File: src/inc/ucb_pkg.sv
/*
  Constants for the UART channel control block: register offsets of the
  AXI4-Lite register file, field positions, reset values, state codes.
  Assumes a single 25 MHz clock domain.
*/
`default_nettype none
package ucb_pkg;
  localparam int ADDR_W = 6;
  // register byte offsets
  localparam logic [5:0] OFF_IER  = 6'h00;
  localparam logic [5:0] OFF_FCR  = 6'h04;
  localparam logic [5:0] OFF_LCR  = 6'h08;
  localparam logic [5:0] OFF_MCR  = 6'h0c;
  localparam logic [5:0] OFF_EFR  = 6'h10;
  localparam logic [5:0] OFF_DLL  = 6'h14;
  localparam logic [5:0] OFF_DLH  = 6'h18;
  localparam logic [5:0] OFF_LSR  = 6'h1c;
  localparam logic [5:0] OFF_IIR  = 6'h20;
  localparam logic [5:0] OFF_STAT = 6'h24;
  localparam logic [5:0] OFF_TRIG = 6'h28;
  // field positions
  localparam int IER_SLEEP = 4;
  localparam int FCR_EN    = 0;
  localparam int FCR_DMA   = 3;
  localparam int LCR_BRK   = 6;
  localparam int MCR_PRE   = 7;
  localparam int EFR_ENH   = 4;
  localparam int LSR_ERR   = 7;
  // reset values
  localparam logic [7:0] RST_BYTE = 8'h00;
  localparam logic [7:0] RST_DLL  = 8'h01;
  // flow-interrupt causes
  localparam logic [1:0] FC_NONE = 2'h0;
  localparam logic [1:0] FC_XOFF = 2'h1;
  localparam logic [1:0] FC_SPEC = 2'h2;
  localparam logic [1:0] FC_PIN  = 2'h3;
  // idle detect: bits per character time, character times
  localparam int IDLE_CHARS = 4;
  localparam int BITS_PER_CH = 10;
  localparam int OS_RATE = 16;
  localparam int IDLE_TICKS = IDLE_CHARS * BITS_PER_CH * OS_RATE;
  localparam int PRE_DIV = 4;
  localparam logic [1:0] AXI_OKAY   = 2'h0;
  localparam logic [1:0] AXI_SLVERR = 2'h2;
  typedef enum logic [1:0] {
    PW_AWAKE = 2'b01,
    PW_SLEEP = 2'b10
  } ucb_pw_t;
endpackage
`default_nettype wire

File: src/ucb_ctrl.sv
/*
  Channel control for a FIFO-buffered UART: error summary, flow-control
  interrupt causes, interrupt output, DMA ready outputs, sleep, idle and
  break, and the prescaled baud divider. Assumes the FIFOs and shifters
  sit outside and report their state on the ports below, synchronous
  to aclk. Registers are reached over AXI4-Lite.
*/
`timescale 1ns/1ns
`default_nettype none
module ucb_ctrl
  import ucb_pkg::*;
#(
  parameter int FIFO_AW = 7,
  parameter int IDLE_LEN = ucb_pkg::IDLE_TICKS
)(
  // clock and reset
  input  wire logic               aclk,
  input  wire logic               aresetn,
  // axi4-lite slave
  input  wire logic [5:0]         s_axi_awaddr,
  input  wire logic               s_axi_awvalid,
  output logic                    s_axi_awready,
  input  wire logic [31:0]        s_axi_wdata,
  input  wire logic [3:0]         s_axi_wstrb,
  input  wire logic               s_axi_wvalid,
  output logic                    s_axi_wready,
  output logic [1:0]              s_axi_bresp,
  output logic                    s_axi_bvalid,
  input  wire logic               s_axi_bready,
  input  wire logic [5:0]         s_axi_araddr,
  input  wire logic               s_axi_arvalid,
  output logic                    s_axi_arready,
  output logic [31:0]             s_axi_rdata,
  output logic [1:0]              s_axi_rresp,
  output logic                    s_axi_rvalid,
  input  wire logic               s_axi_rready,
  // fifo and shifter status
  input  wire logic [FIFO_AW-1:0] rx_count,
  input  wire logic [FIFO_AW-1:0] tx_count,
  input  wire logic [FIFO_AW-1:0] fifo_depth,
  input  wire logic               tx_shift_empty,
  input  wire logic               rx_pop,
  input  wire logic               tx_push,
  input  wire logic [2:0]         rx_head_err,
  input  wire logic               rx_err_push,
  input  wire logic               rx_timeout,
  input  wire logic               rx_overrun,
  input  wire logic               tx_thr_irq,
  input  wire logic               msr_irq,
  // flow-control events
  input  wire logic               xoff_seen,
  input  wire logic               xon_seen,
  input  wire logic               special_seen,
  // pins
  input  wire logic               rx_in,
  input  wire logic               rts_n_in,
  input  wire logic               cts_n_in,
  input  wire logic [3:0]         modem_in,
  input  wire logic               tx_ser,
  // outputs
  output logic                    tx_out,
  output logic                    irq,
  output logic                    tx_dma_request,
  output logic                    rx_dma_request,
  output logic                    baud_tick,
  output logic                    clk_run,
  output logic                    polled_mode
);
  import ucb_pkg::*;

  logic [7:0] irq_enable_reg, fifo_ctrl_reg, line_ctrl_reg, modem_ctrl_reg;
  logic [7:0] enhanced_feature_reg, divisor_low_byte, divisor_high_byte;
  logic [FIFO_AW-1:0] trig_q;
  ucb_pw_t pw_q;
  logic asleep;
  assign asleep = (pw_q == PW_SLEEP);

  // ---------------- axi4-lite slave ----------------
  logic aw_hold_q, w_hold_q;
  logic [5:0] awaddr_q;
  logic [31:0] wdata_q;
  logic [3:0] wstrb_q;
  logic wr_fire, rd_fire;
  assign s_axi_awready = !aw_hold_q && !s_axi_bvalid;
  assign s_axi_wready  = !w_hold_q && !s_axi_bvalid;
  assign s_axi_arready = !s_axi_rvalid;
  assign wr_fire = aw_hold_q && w_hold_q && !s_axi_bvalid;
  assign rd_fire = s_axi_arvalid && s_axi_arready;

  function automatic logic known(input logic [5:0] a);
    known = (a <= OFF_TRIG) && (a[1:0] == 2'h0);
  endfunction

  always_ff @(posedge aclk)
  begin
    if (!aresetn)
    begin
      aw_hold_q <= 1'b0;
      w_hold_q <= 1'b0;
      awaddr_q <= 6'h00;
      wdata_q <= 32'h0000_0000;
      wstrb_q <= 4'h0;
      s_axi_bvalid <= 1'b0;
      s_axi_bresp <= AXI_OKAY;
    end
    else
    begin
      if (s_axi_awvalid && s_axi_awready)
      begin
        aw_hold_q <= 1'b1;
        awaddr_q <= s_axi_awaddr;
      end
      if (s_axi_wvalid && s_axi_wready)
      begin
        w_hold_q <= 1'b1;
        wdata_q <= s_axi_wdata;
        wstrb_q <= s_axi_wstrb;
      end
      if (wr_fire)
      begin
        aw_hold_q <= 1'b0;
        w_hold_q <= 1'b0;
        s_axi_bvalid <= 1'b1;
        s_axi_bresp <= known(awaddr_q) ? AXI_OKAY : AXI_SLVERR;
      end
      else if (s_axi_bready)
        s_axi_bvalid <= 1'b0;
    end
  end

  logic wr_byte;
  assign wr_byte = wr_fire && wstrb_q[0];

  // control registers; divisor writes while asleep are ignored
  // divisor write guard
  always_ff @(posedge aclk)
  begin
    if (!aresetn)
    begin
      irq_enable_reg <= RST_BYTE;
      fifo_ctrl_reg <= RST_BYTE;
      line_ctrl_reg <= RST_BYTE;
      modem_ctrl_reg <= RST_BYTE;
      enhanced_feature_reg <= RST_BYTE;
      divisor_low_byte <= RST_DLL;
      divisor_high_byte <= RST_BYTE;
      trig_q <= '0;
    end
    else if (wr_byte)
    begin
      if (awaddr_q == OFF_IER)
        irq_enable_reg <= wdata_q[7:0];
      else if (awaddr_q == OFF_FCR)
        fifo_ctrl_reg <= wdata_q[7:0];
      else if (awaddr_q == OFF_LCR)
        line_ctrl_reg <= wdata_q[7:0];
      // prescaler bit only with enhanced mode
      else if (awaddr_q == OFF_MCR)
        modem_ctrl_reg <= enhanced_feature_reg[EFR_ENH] ? wdata_q[7:0]
          : {modem_ctrl_reg[MCR_PRE], wdata_q[6:0]};
      else if (awaddr_q == OFF_EFR)
        enhanced_feature_reg <= wdata_q[7:0];
      else if (awaddr_q == OFF_DLL && !asleep)
        divisor_low_byte <= wdata_q[7:0];
      else if (awaddr_q == OFF_DLH && !asleep)
        divisor_high_byte <= wdata_q[7:0];
      else if (awaddr_q == OFF_TRIG)
        trig_q <= wdata_q[FIFO_AW-1:0];
    end
  end

  // ---------------- error tracking ----------------
  logic [FIFO_AW-1:0] err_cnt_q;
  logic [2:0] head_err;
  logic err_sum, rx_empty;
  assign rx_empty = (rx_count == '0);
  // count of erroneous characters in fifo
  always_ff @(posedge aclk)
  begin
    if (!aresetn)
      err_cnt_q <= '0;
    else if (rx_err_push && !(rx_pop && |rx_head_err))
      err_cnt_q <= err_cnt_q + 1'b1;
    else if (!rx_err_push && rx_pop && |rx_head_err && err_cnt_q != '0)
      err_cnt_q <= err_cnt_q - 1'b1;
  end
  assign err_sum = (err_cnt_q != '0);
  assign head_err = rx_empty ? 3'h0 : rx_head_err;

  // ---------------- read path ----------------
  logic lsr_rd, iir_rd;
  logic [1:0] fc_q;
  logic oe_q;
  logic [7:0] lsr_val;
  logic [3:0] iir_val;
  // summary in bit 7 carries the error interrupt
  assign lsr_val = {err_sum, (tx_count == '0) && tx_shift_empty,
                    tx_count == '0, head_err, oe_q, !rx_empty};
  assign lsr_rd = rd_fire && s_axi_araddr == OFF_LSR;
  assign iir_rd = rd_fire && s_axi_araddr == OFF_IIR;

  always_ff @(posedge aclk)
  begin
    if (!aresetn)
    begin
      s_axi_rvalid <= 1'b0;
      s_axi_rdata <= 32'h0000_0000;
      s_axi_rresp <= AXI_OKAY;
    end
    else if (rd_fire)
    begin
      s_axi_rvalid <= 1'b1;
      s_axi_rresp <= known(s_axi_araddr) ? AXI_OKAY : AXI_SLVERR;
      if (s_axi_araddr == OFF_IER)
        s_axi_rdata <= {24'h0, irq_enable_reg};
      else if (s_axi_araddr == OFF_FCR)
        s_axi_rdata <= {24'h0, fifo_ctrl_reg};
      else if (s_axi_araddr == OFF_LCR)
        s_axi_rdata <= {24'h0, line_ctrl_reg};
      else if (s_axi_araddr == OFF_MCR)
        s_axi_rdata <= {24'h0, modem_ctrl_reg};
      else if (s_axi_araddr == OFF_EFR)
        s_axi_rdata <= {24'h0, enhanced_feature_reg};
      else if (s_axi_araddr == OFF_DLL)
        s_axi_rdata <= {24'h0, divisor_low_byte};
      else if (s_axi_araddr == OFF_DLH)
        s_axi_rdata <= {24'h0, divisor_high_byte};
      else if (s_axi_araddr == OFF_LSR)
        s_axi_rdata <= {24'h0, lsr_val};
      else if (s_axi_araddr == OFF_IIR)
        s_axi_rdata <= {28'h0, iir_val};
      else if (s_axi_araddr == OFF_STAT)
        s_axi_rdata <= {26'h0, polled_mode, asleep, fc_q, rx_dma_request,
                        tx_dma_request};
      else if (s_axi_araddr == OFF_TRIG)
        s_axi_rdata <= {{(32-FIFO_AW){1'b0}}, trig_q};
      else
        s_axi_rdata <= 32'h0000_0000;
    end
    else if (s_axi_rready)
      s_axi_rvalid <= 1'b0;
  end

  // overrun cleared by status read; new overrun wins
  always_ff @(posedge aclk)
  begin
    if (!aresetn)
      oe_q <= 1'b0;
    else if (rx_overrun)
      oe_q <= 1'b1;
    else if (lsr_rd)
      oe_q <= 1'b0;
  end

  // ---------------- flow-control interrupt ----------------
  logic rts_n_q, cts_n_q, pin_rise;
  always_ff @(posedge aclk)
  begin
    if (!aresetn)
    begin
      // pins idle high; a low reset value would fake a rise
      rts_n_q <= 1'b1;
      cts_n_q <= 1'b1;
    end
    else
    begin
      rts_n_q <= rts_n_in;
      cts_n_q <= cts_n_in;
    end
  end
  assign pin_rise = (rts_n_in && !rts_n_q) || (cts_n_in && !cts_n_q);

  // new cause always beats a clear in the same cycle
  always_ff @(posedge aclk)
  begin
    if (!aresetn)
      fc_q <= FC_NONE;
    else if (pin_rise)
      fc_q <= FC_PIN;
    else if (xoff_seen)
      fc_q <= FC_XOFF;
    else if (special_seen)
      fc_q <= FC_SPEC;
    else if (fc_q == FC_PIN && iir_rd)
      fc_q <= FC_NONE;
    else if (fc_q == FC_XOFF && xon_seen)
      fc_q <= FC_NONE;
    else if (fc_q == FC_SPEC && lsr_rd)
      fc_q <= FC_NONE;
  end

  // ---------------- interrupt output ----------------
  logic ls_pend, rx_pend, fc_pend;
  logic [FIFO_AW-1:0] tx_free;
  assign tx_free = fifo_depth - tx_count;
  assign ls_pend = err_sum || oe_q;
  assign rx_pend = rx_timeout || (fifo_ctrl_reg[FCR_EN] ?
                   (rx_count >= trig_q && !rx_empty) : !rx_empty);
  assign fc_pend = (fc_q != FC_NONE);
  assign iir_val = ls_pend ? 4'h6 : rx_timeout ? 4'hc : rx_pend ? 4'h4 :
                   tx_thr_irq ? 4'h2 : msr_irq ? 4'h0 : 4'h1;
  // polled when low enables all zero
  assign polled_mode = (irq_enable_reg[3:0] == 4'h0);
  // held until every enabled source clears
  always_ff @(posedge aclk)
  begin
    if (!aresetn)
      irq <= 1'b0;
    else
      irq <= (irq_enable_reg[2] && ls_pend) ||
             (irq_enable_reg[0] && rx_pend) ||
             (irq_enable_reg[1] && tx_thr_irq) ||
             (irq_enable_reg[3] && msr_irq) ||
             (!polled_mode && fc_pend);
  end

  // ---------------- dma requests ----------------
  logic blk_mode;
  // mode 1 only with fifo enabled
  assign blk_mode = fifo_ctrl_reg[FCR_EN] && fifo_ctrl_reg[FCR_DMA];
  always_ff @(posedge aclk)
  begin
    if (!aresetn)
    begin
      tx_dma_request <= 1'b0;
      rx_dma_request <= 1'b0;
    end
    else if (!blk_mode)
    begin
      tx_dma_request <= (tx_count == '0);
      // single: ready while a character held
      rx_dma_request <= !rx_empty;
    end
    else
    begin
      // block: set at trigger space, clear when full
      if (tx_free == '0)
        tx_dma_request <= 1'b0;
      else if (tx_free >= trig_q)
        tx_dma_request <= 1'b1;
      // block: set at trigger or timeout, clear empty or error
      if (rx_empty || err_sum)
        rx_dma_request <= 1'b0;
      else if (rx_count >= trig_q || rx_timeout)
        rx_dma_request <= 1'b1;
    end
  end

  // ---------------- idle detection ----------------
  logic [15:0] idle_cnt_q;
  logic rx_idle, rx_q;
  // idle after four character times, sampled on ticks
  always_ff @(posedge aclk)
  begin
    if (!aresetn)
      idle_cnt_q <= 16'h0000;
    else if (!rx_in)
      idle_cnt_q <= 16'h0000;
    else if (baud_tick && idle_cnt_q != 16'(IDLE_LEN))
      idle_cnt_q <= idle_cnt_q + 16'h0001;
  end
  assign rx_idle = (idle_cnt_q == 16'(IDLE_LEN));

  // ---------------- sleep ----------------
  logic [3:0] modem_q;
  logic wake;
  always_ff @(posedge aclk)
  begin
    if (!aresetn)
    begin
      rx_q <= 1'b1;
      modem_q <= 4'h0;
    end
    else
    begin
      rx_q <= rx_in;
      modem_q <= modem_in;
    end
  end
  assign wake = (rx_in != rx_q) || (modem_in != modem_q) || tx_push;

  always_ff @(posedge aclk)
  begin
    if (!aresetn)
      pw_q <= PW_AWAKE;
    else
      case (pw_q)
        PW_AWAKE:
          if (enhanced_feature_reg[EFR_ENH] && irq_enable_reg[IER_SLEEP] &&
              rx_idle && tx_count == '0 && tx_shift_empty && rx_empty &&
              !ls_pend && !msr_irq && !fc_pend && !wake)
            pw_q <= PW_SLEEP;
        PW_SLEEP:
          if (wake || !irq_enable_reg[IER_SLEEP])
            pw_q <= PW_AWAKE;
        default:
          pw_q <= PW_AWAKE;
      endcase
  end
  // clock gate enable for uart and baud clocks
  assign clk_run = !asleep;

  // ---------------- baud generator ----------------
  logic [1:0] pre_q;
  logic [15:0] div_cnt_q, divisor;
  logic pre_tick;
  assign divisor = {divisor_high_byte, divisor_low_byte};
  always_ff @(posedge aclk)
  begin
    if (!aresetn || asleep)
      pre_q <= 2'h0;
    else
      pre_q <= (pre_q == 2'(PRE_DIV - 1)) ? 2'h0 : pre_q + 2'h1;
  end
  assign pre_tick = !asleep &&
                    (!modem_ctrl_reg[MCR_PRE] || pre_q == 2'(PRE_DIV - 1));
  // divide by divisor for 16x tick
  always_ff @(posedge aclk)
  begin
    if (!aresetn)
    begin
      div_cnt_q <= 16'h0000;
      baud_tick <= 1'b0;
    end
    else
    begin
      baud_tick <= 1'b0;
      if (divisor == 16'h0000)
        div_cnt_q <= 16'h0000;
      else if (pre_tick)
      begin
        if (div_cnt_q >= divisor - 16'h0001)
        begin
          div_cnt_q <= 16'h0000;
          baud_tick <= 1'b1;
        end
        else
          div_cnt_q <= div_cnt_q + 16'h0001;
      end
    end
  end

  assign tx_out = line_ctrl_reg[LCR_BRK] ? 1'b0 : tx_ser;

  // ---------------- checks ----------------
  chk_break_low: assert property (@(posedge aclk) disable iff (!aresetn)
    line_ctrl_reg[LCR_BRK] |-> !tx_out)
    else $error("break not driving line low");
  chk_zero_div: assert property (@(posedge aclk) disable iff (!aresetn)
    divisor == 16'h0000 |=> !baud_tick)
    else $error("tick with zero divisor");
  chk_sleep_no_tick: assert property (@(posedge aclk) disable iff (!aresetn)
    asleep && $past(asleep) |-> !baud_tick)
    else $error("baud tick while asleep");
  chk_sleep_gate: assert property (@(posedge aclk) disable iff (!aresetn)
    $rose(asleep) |-> $past(enhanced_feature_reg[EFR_ENH]) &&
    $past(rx_empty))
    else $error("sleep without enable");
  chk_wake_event: assert property (@(posedge aclk) disable iff (!aresetn)
    asleep && tx_push |=> !asleep)
    else $error("no wake on tx write");
  chk_err_sum: assert property (@(posedge aclk) disable iff (!aresetn)
    blk_mode && err_sum |=> !rx_dma_request)
    else $error("rx request with error flagged");
  chk_head_zero: assert property (@(posedge aclk) disable iff (!aresetn)
    rx_empty |-> lsr_val[4:2] == 3'h0)
    else $error("error bits with empty fifo");
  chk_single_tx: assert property (@(posedge aclk) disable iff (!aresetn)
    !blk_mode && $stable(blk_mode) && tx_count != '0 |=> !tx_dma_request)
    else $error("tx request with loaded char");
  chk_pin_flow: assert property (@(posedge aclk) disable iff (!aresetn)
    pin_rise |=> fc_q == FC_PIN)
    else $error("flow irq not raised");
  chk_polled_irq: assert property (@(posedge aclk) disable iff (!aresetn)
    polled_mode && $past(polled_mode) && !fc_pend && $past(!fc_pend)
    |-> !irq)
    else $error("irq in polled mode");
  cov_sleep: cover property (@(posedge aclk) $rose(asleep));
  cov_wake: cover property (@(posedge aclk) $fell(asleep));
  cov_blk_rx: cover property (@(posedge aclk) blk_mode && rx_dma_request);
  cov_xon: cover property (@(posedge aclk) fc_q == FC_XOFF && xon_seen);
endmodule
`default_nettype wire
File: config.mk
export PLATFORM = sky130hd
export DESIGN_NAME = ucb_ctrl
export DESIGN_NICKNAME = d
export VERILOG_FILES = /design/src/inc/ucb_pkg.sv /design/src/ucb_ctrl.sv
export SDC_FILE = /design/constraint.sdc
export NUM_CORES = 1
export LEC_CHECK = 0
export ABC_AREA = 1
export BUFFER_PORTS_ARGS = -buffer_cell sky130_fd_sc_hd__buf_2
export CORE_UTILIZATION = 55
export DETAILED_ROUTE_END_ITERATION = 7
export PLACE_DENSITY_LB_ADDON = 0.1
export SLEW_MARGIN = 10
export SYNTH_ARGS = -nofsm -noshare
export SYNTH_HDL_FRONTEND = slang
export SYNTH_SLANG_ARGS = --single-unit
File: constraint.sdc
create_clock -name aclk -period 3.55 [get_ports aclk]
set_input_delay 0.355 -clock aclk [delete_from_list [all_inputs] [get_ports aclk]]
set_output_delay 0.355 -clock aclk [all_outputs]
set_load 0.03 [all_outputs]
==> run metrics <==
Gate power share=12.5%; n_diodes=0; Stages on worst setup path=17; initial antenna violation count=0; filler instances=1,326; DR vias/cell=5.37; CP endpoint kind=register; post-synthesis sequential area ratio=36.3%; Synth Register Bits=149; Sink Count=149; Hold Slack=0.114 ns; final WL=20.1 mm; cell family with most CP delay=simple AND/OR/NAND/NOR gates; run status=finished, final reports clean; vias in the first global route=6,596; number of CTS-inserted buffers=17; Site Rows=44; minimum clock period=3.10 ns; switch share=26.9%; critical path class=reg -> reg; Fmax=323 MHz; CTS tree=done; sequential power share=42.1%; layout net count=1,342; Clk Latency, worst-skew pair=0.43 ns; top flop regs=div_cnt_q (16), idle_cnt_q (16); cell count of the worst reg-to-reg path=17; number of enable flip-flop cells after synthesis=0; area post-placement=8710 um^2; commonest non-fill, non-tap cells in the layout=nand2_1, dfxtp_1, inv_1, a21oi_1, o21ai_0; total global-route track usage=27.3%; flop2flop setup slack=0.45 ns; Fin Clk Skew=0.00557 ns; worst slew pin tran=0.877 ns; Async SR Flop Fraction=0%; worst r2r src=divisor_low_byte[2]; leakage=4.06 nW; setup violators final=0; Worst path slowest cell=dfxtp_1; Data required, critical path=3.90 ns; Initial Utilization=56.5%; Syn Area/Cell=7.40 um^2; first-pass GRT wire length=32.1 mm; remaining antenna violation count after routing=0; Hold Path Class=in -> reg; Internal=0.00306 W; Cell variety after synth=54; share of cells above drive strength 1=15.0%; clock network power share=45.5%; Syn. warnings=0; postcts setup bufs=0; number of port buffers=92; Period Utilization, post-route=87.2%; Crit path largest cell delay=0.36 ns; hpwl dp=14.8 mm; overflow left after global routing=0; initial drt markers=543; Residual DRC=0; cell area after synthesis=8210 um^2; WL per Instance=14.4 um; Area growth syn-to-layout=13.7%; Max Cap Viol=0; worst setup path endpoint=div_cnt_q[9]; vias=7,480; Slew headroom=41.2%; core box area=14,500 um^2; drt first pass iters=5; setup TNS=0 ns; Cells after Synth=1,109; Resized cells post-CTS=0; Critical Path Start=divisor_low_byte[2]; largest net degree at the start of global routing=88; Longest Clk Path Bufs=2; Die Span Y=124 um; die area=15,400 um^2; CP max FO=15; htree depth=4; most common cell after layout, fill and taps aside=nand2_1; Final Max Tran Viols=0; GP Congestion=0.955; Startpoint Class=register; CTS Hold Bufs=0; Max VDD drop=0.343 mV; WP data arrival=3.44 ns; Final Hold Viols=0; root buffer cell=clkbuf_16; NetSw=0.00113 W; Synth Flop Type=dfxtp_1; CP Cell Sequence=nor2_1, nand2_1, nor3_2, nand3_1, nor3_2, nand2_1, nor3_1, nand3_1, xor2_1, ha_1, a21oi_1, o21ai_0, a21oi_1, nand3_1, nand2_1, nand2_4, nor3b_1; buffers and inverters on the worst path=0; RSZ-0062 raised after global routing=false; Die Width=124 um; Ports=146; Reg2Reg Capture Point=div_cnt_q[9]; post-layout instance area=9330 um^2; clock-pin slew on the worst setup and hold paths=0.06 ns; P per Cell Area=449 nW/um^2
power groups by stage:
stage | Clock [W] | Sequential, W | Combinational (W)
CTS | 0.00193 | 0.00176 | 0.000521
global placement | 0 | 0.00180 | 0.000511
floorplan | 0 | 0.00180 | 0.000388
detailed placement | 0 | 0.00180 | 0.000516
global route | 0.00201 | 0.00177 | 0.000592
finish | 0.00190 | 0.00176 | 0.000522
tightest hold or removal path, cell delays in order:
cell	delay [ns]
buf_2	0.08
inv_1	0.04
nand2_1	0.04
area by class of cell:
class | count | area [um^2] | area share, %
clock buffer | 20 | 457 | 4.89
multi-input combinational | 784 | 4440 | 47.6
tap | 184 | 230 | 2.47
inverter | 148 | 556 | 5.95
timing repair buffer | 96 | 503 | 5.39
sequential | 149 | 2980 | 32.0
clock inverter | 12 | 166 | 1.78
how the worst min path moves through the flow:
stage | startpoint | slack [ns] | cells after the start | endpoint
after floorplan | pre_q[0] | 0.40 | 1 | pre_q[0]
after global placement | pre_q[0] | 0.42 | 1 | pre_q[0]
after detailed placement | pre_q[0] | 0.42 | 1 | pre_q[0]
after CTS | rts_n_in | 0.1 | 3 | rts_n_q
after global routing | rts_n_in | 0.12 | 3 | rts_n_q
final | rts_n_in | 0.11 | 3 | rts_n_q
kinds of logic (layout without fill, tap and decap cells):
| family | Yosys count | count (layout) | share of synthesized area (%) |
|---|---|---|---|
| AOI/OAI and AO/OA | 286 | 286 | 18.9 |
| xor gates and xnor gates | 31 | 31 | 3.31 |
| adders and majority gates | 48 | 48 | 7.50 |
| buffers and inverters | 201 | 276 | 10.8 |
| DFF | 149 | 149 | 36.3 |
| muxes | 1 | 1 | 0.137 |
| other | 1 | 26 | 0.0457 |
| and+or+nand+nor | 392 | 392 | 23.0 |
stage by stage:
stage | setup slack [ns] | util [%] | power, W | instances
final | 0.454 | 64.2 | 0.00419 | 1393
after global routing | 0.0489 | 64.2 | 0.00437 | 1393
after CTS | 0.416 | 64.2 | 0.00421 | 1393
after detailed placement | 0.442 | 59.9 | 0.00231 | 1361
after global placement | 0.514 | 59.9 | 0.00231 | 1361
after floorplan | 0.778 | - | 0.00219 | 1134
synth_stat cells (3+ instances only):
library cell,count,area (um^2)
o21a_1,6,45.0
o211ai_1,3,22.5
o221ai_1,3,26.3
ha_1,46,576
nor2_1,80,300
nand4_1,28,175
o22ai_1,6,37.5
buf_4,28,210
nand2_1,169,634
o21ai_0,105,526
nand2_2,6,37.5
a221oi_1,3,26.3
nor3_4,4,65.1
nor3b_1,5,37.5
xor2_1,21,184
clkbuf_1,18,67.6
a31oi_1,7,43.8
nor3_1,13,65.1
xnor2_1,10,87.6
nand3b_1,3,22.5
or2_2,6,37.5
nor2_4,4,45.0
buf_2,6,30.0
inv_1,143,537
nor4_1,6,37.5
a21oi_1,139,696
inv_2,4,15.0
dfxtp_1,149,2980
nand3_1,38,190
nand3_2,3,30.0
nor2_2,12,75.1
nor3_2,6,60.1
per-layer routing:
layer / GRT usage [%] / vias up / routed length (um) / part of all wire [%]
met5: 0 / - / 0 / 0
met4: 12.3 / 0 / 595 / 3.0
met3: 5.77 / 45 / 1070 / 5.3
met2: 43.1 / 230 / 9270 / 46
met1: 35.6 / 3366 / 9180 / 46
li1: - / 3839 / - / -
(Power assumes the default switching activity.)
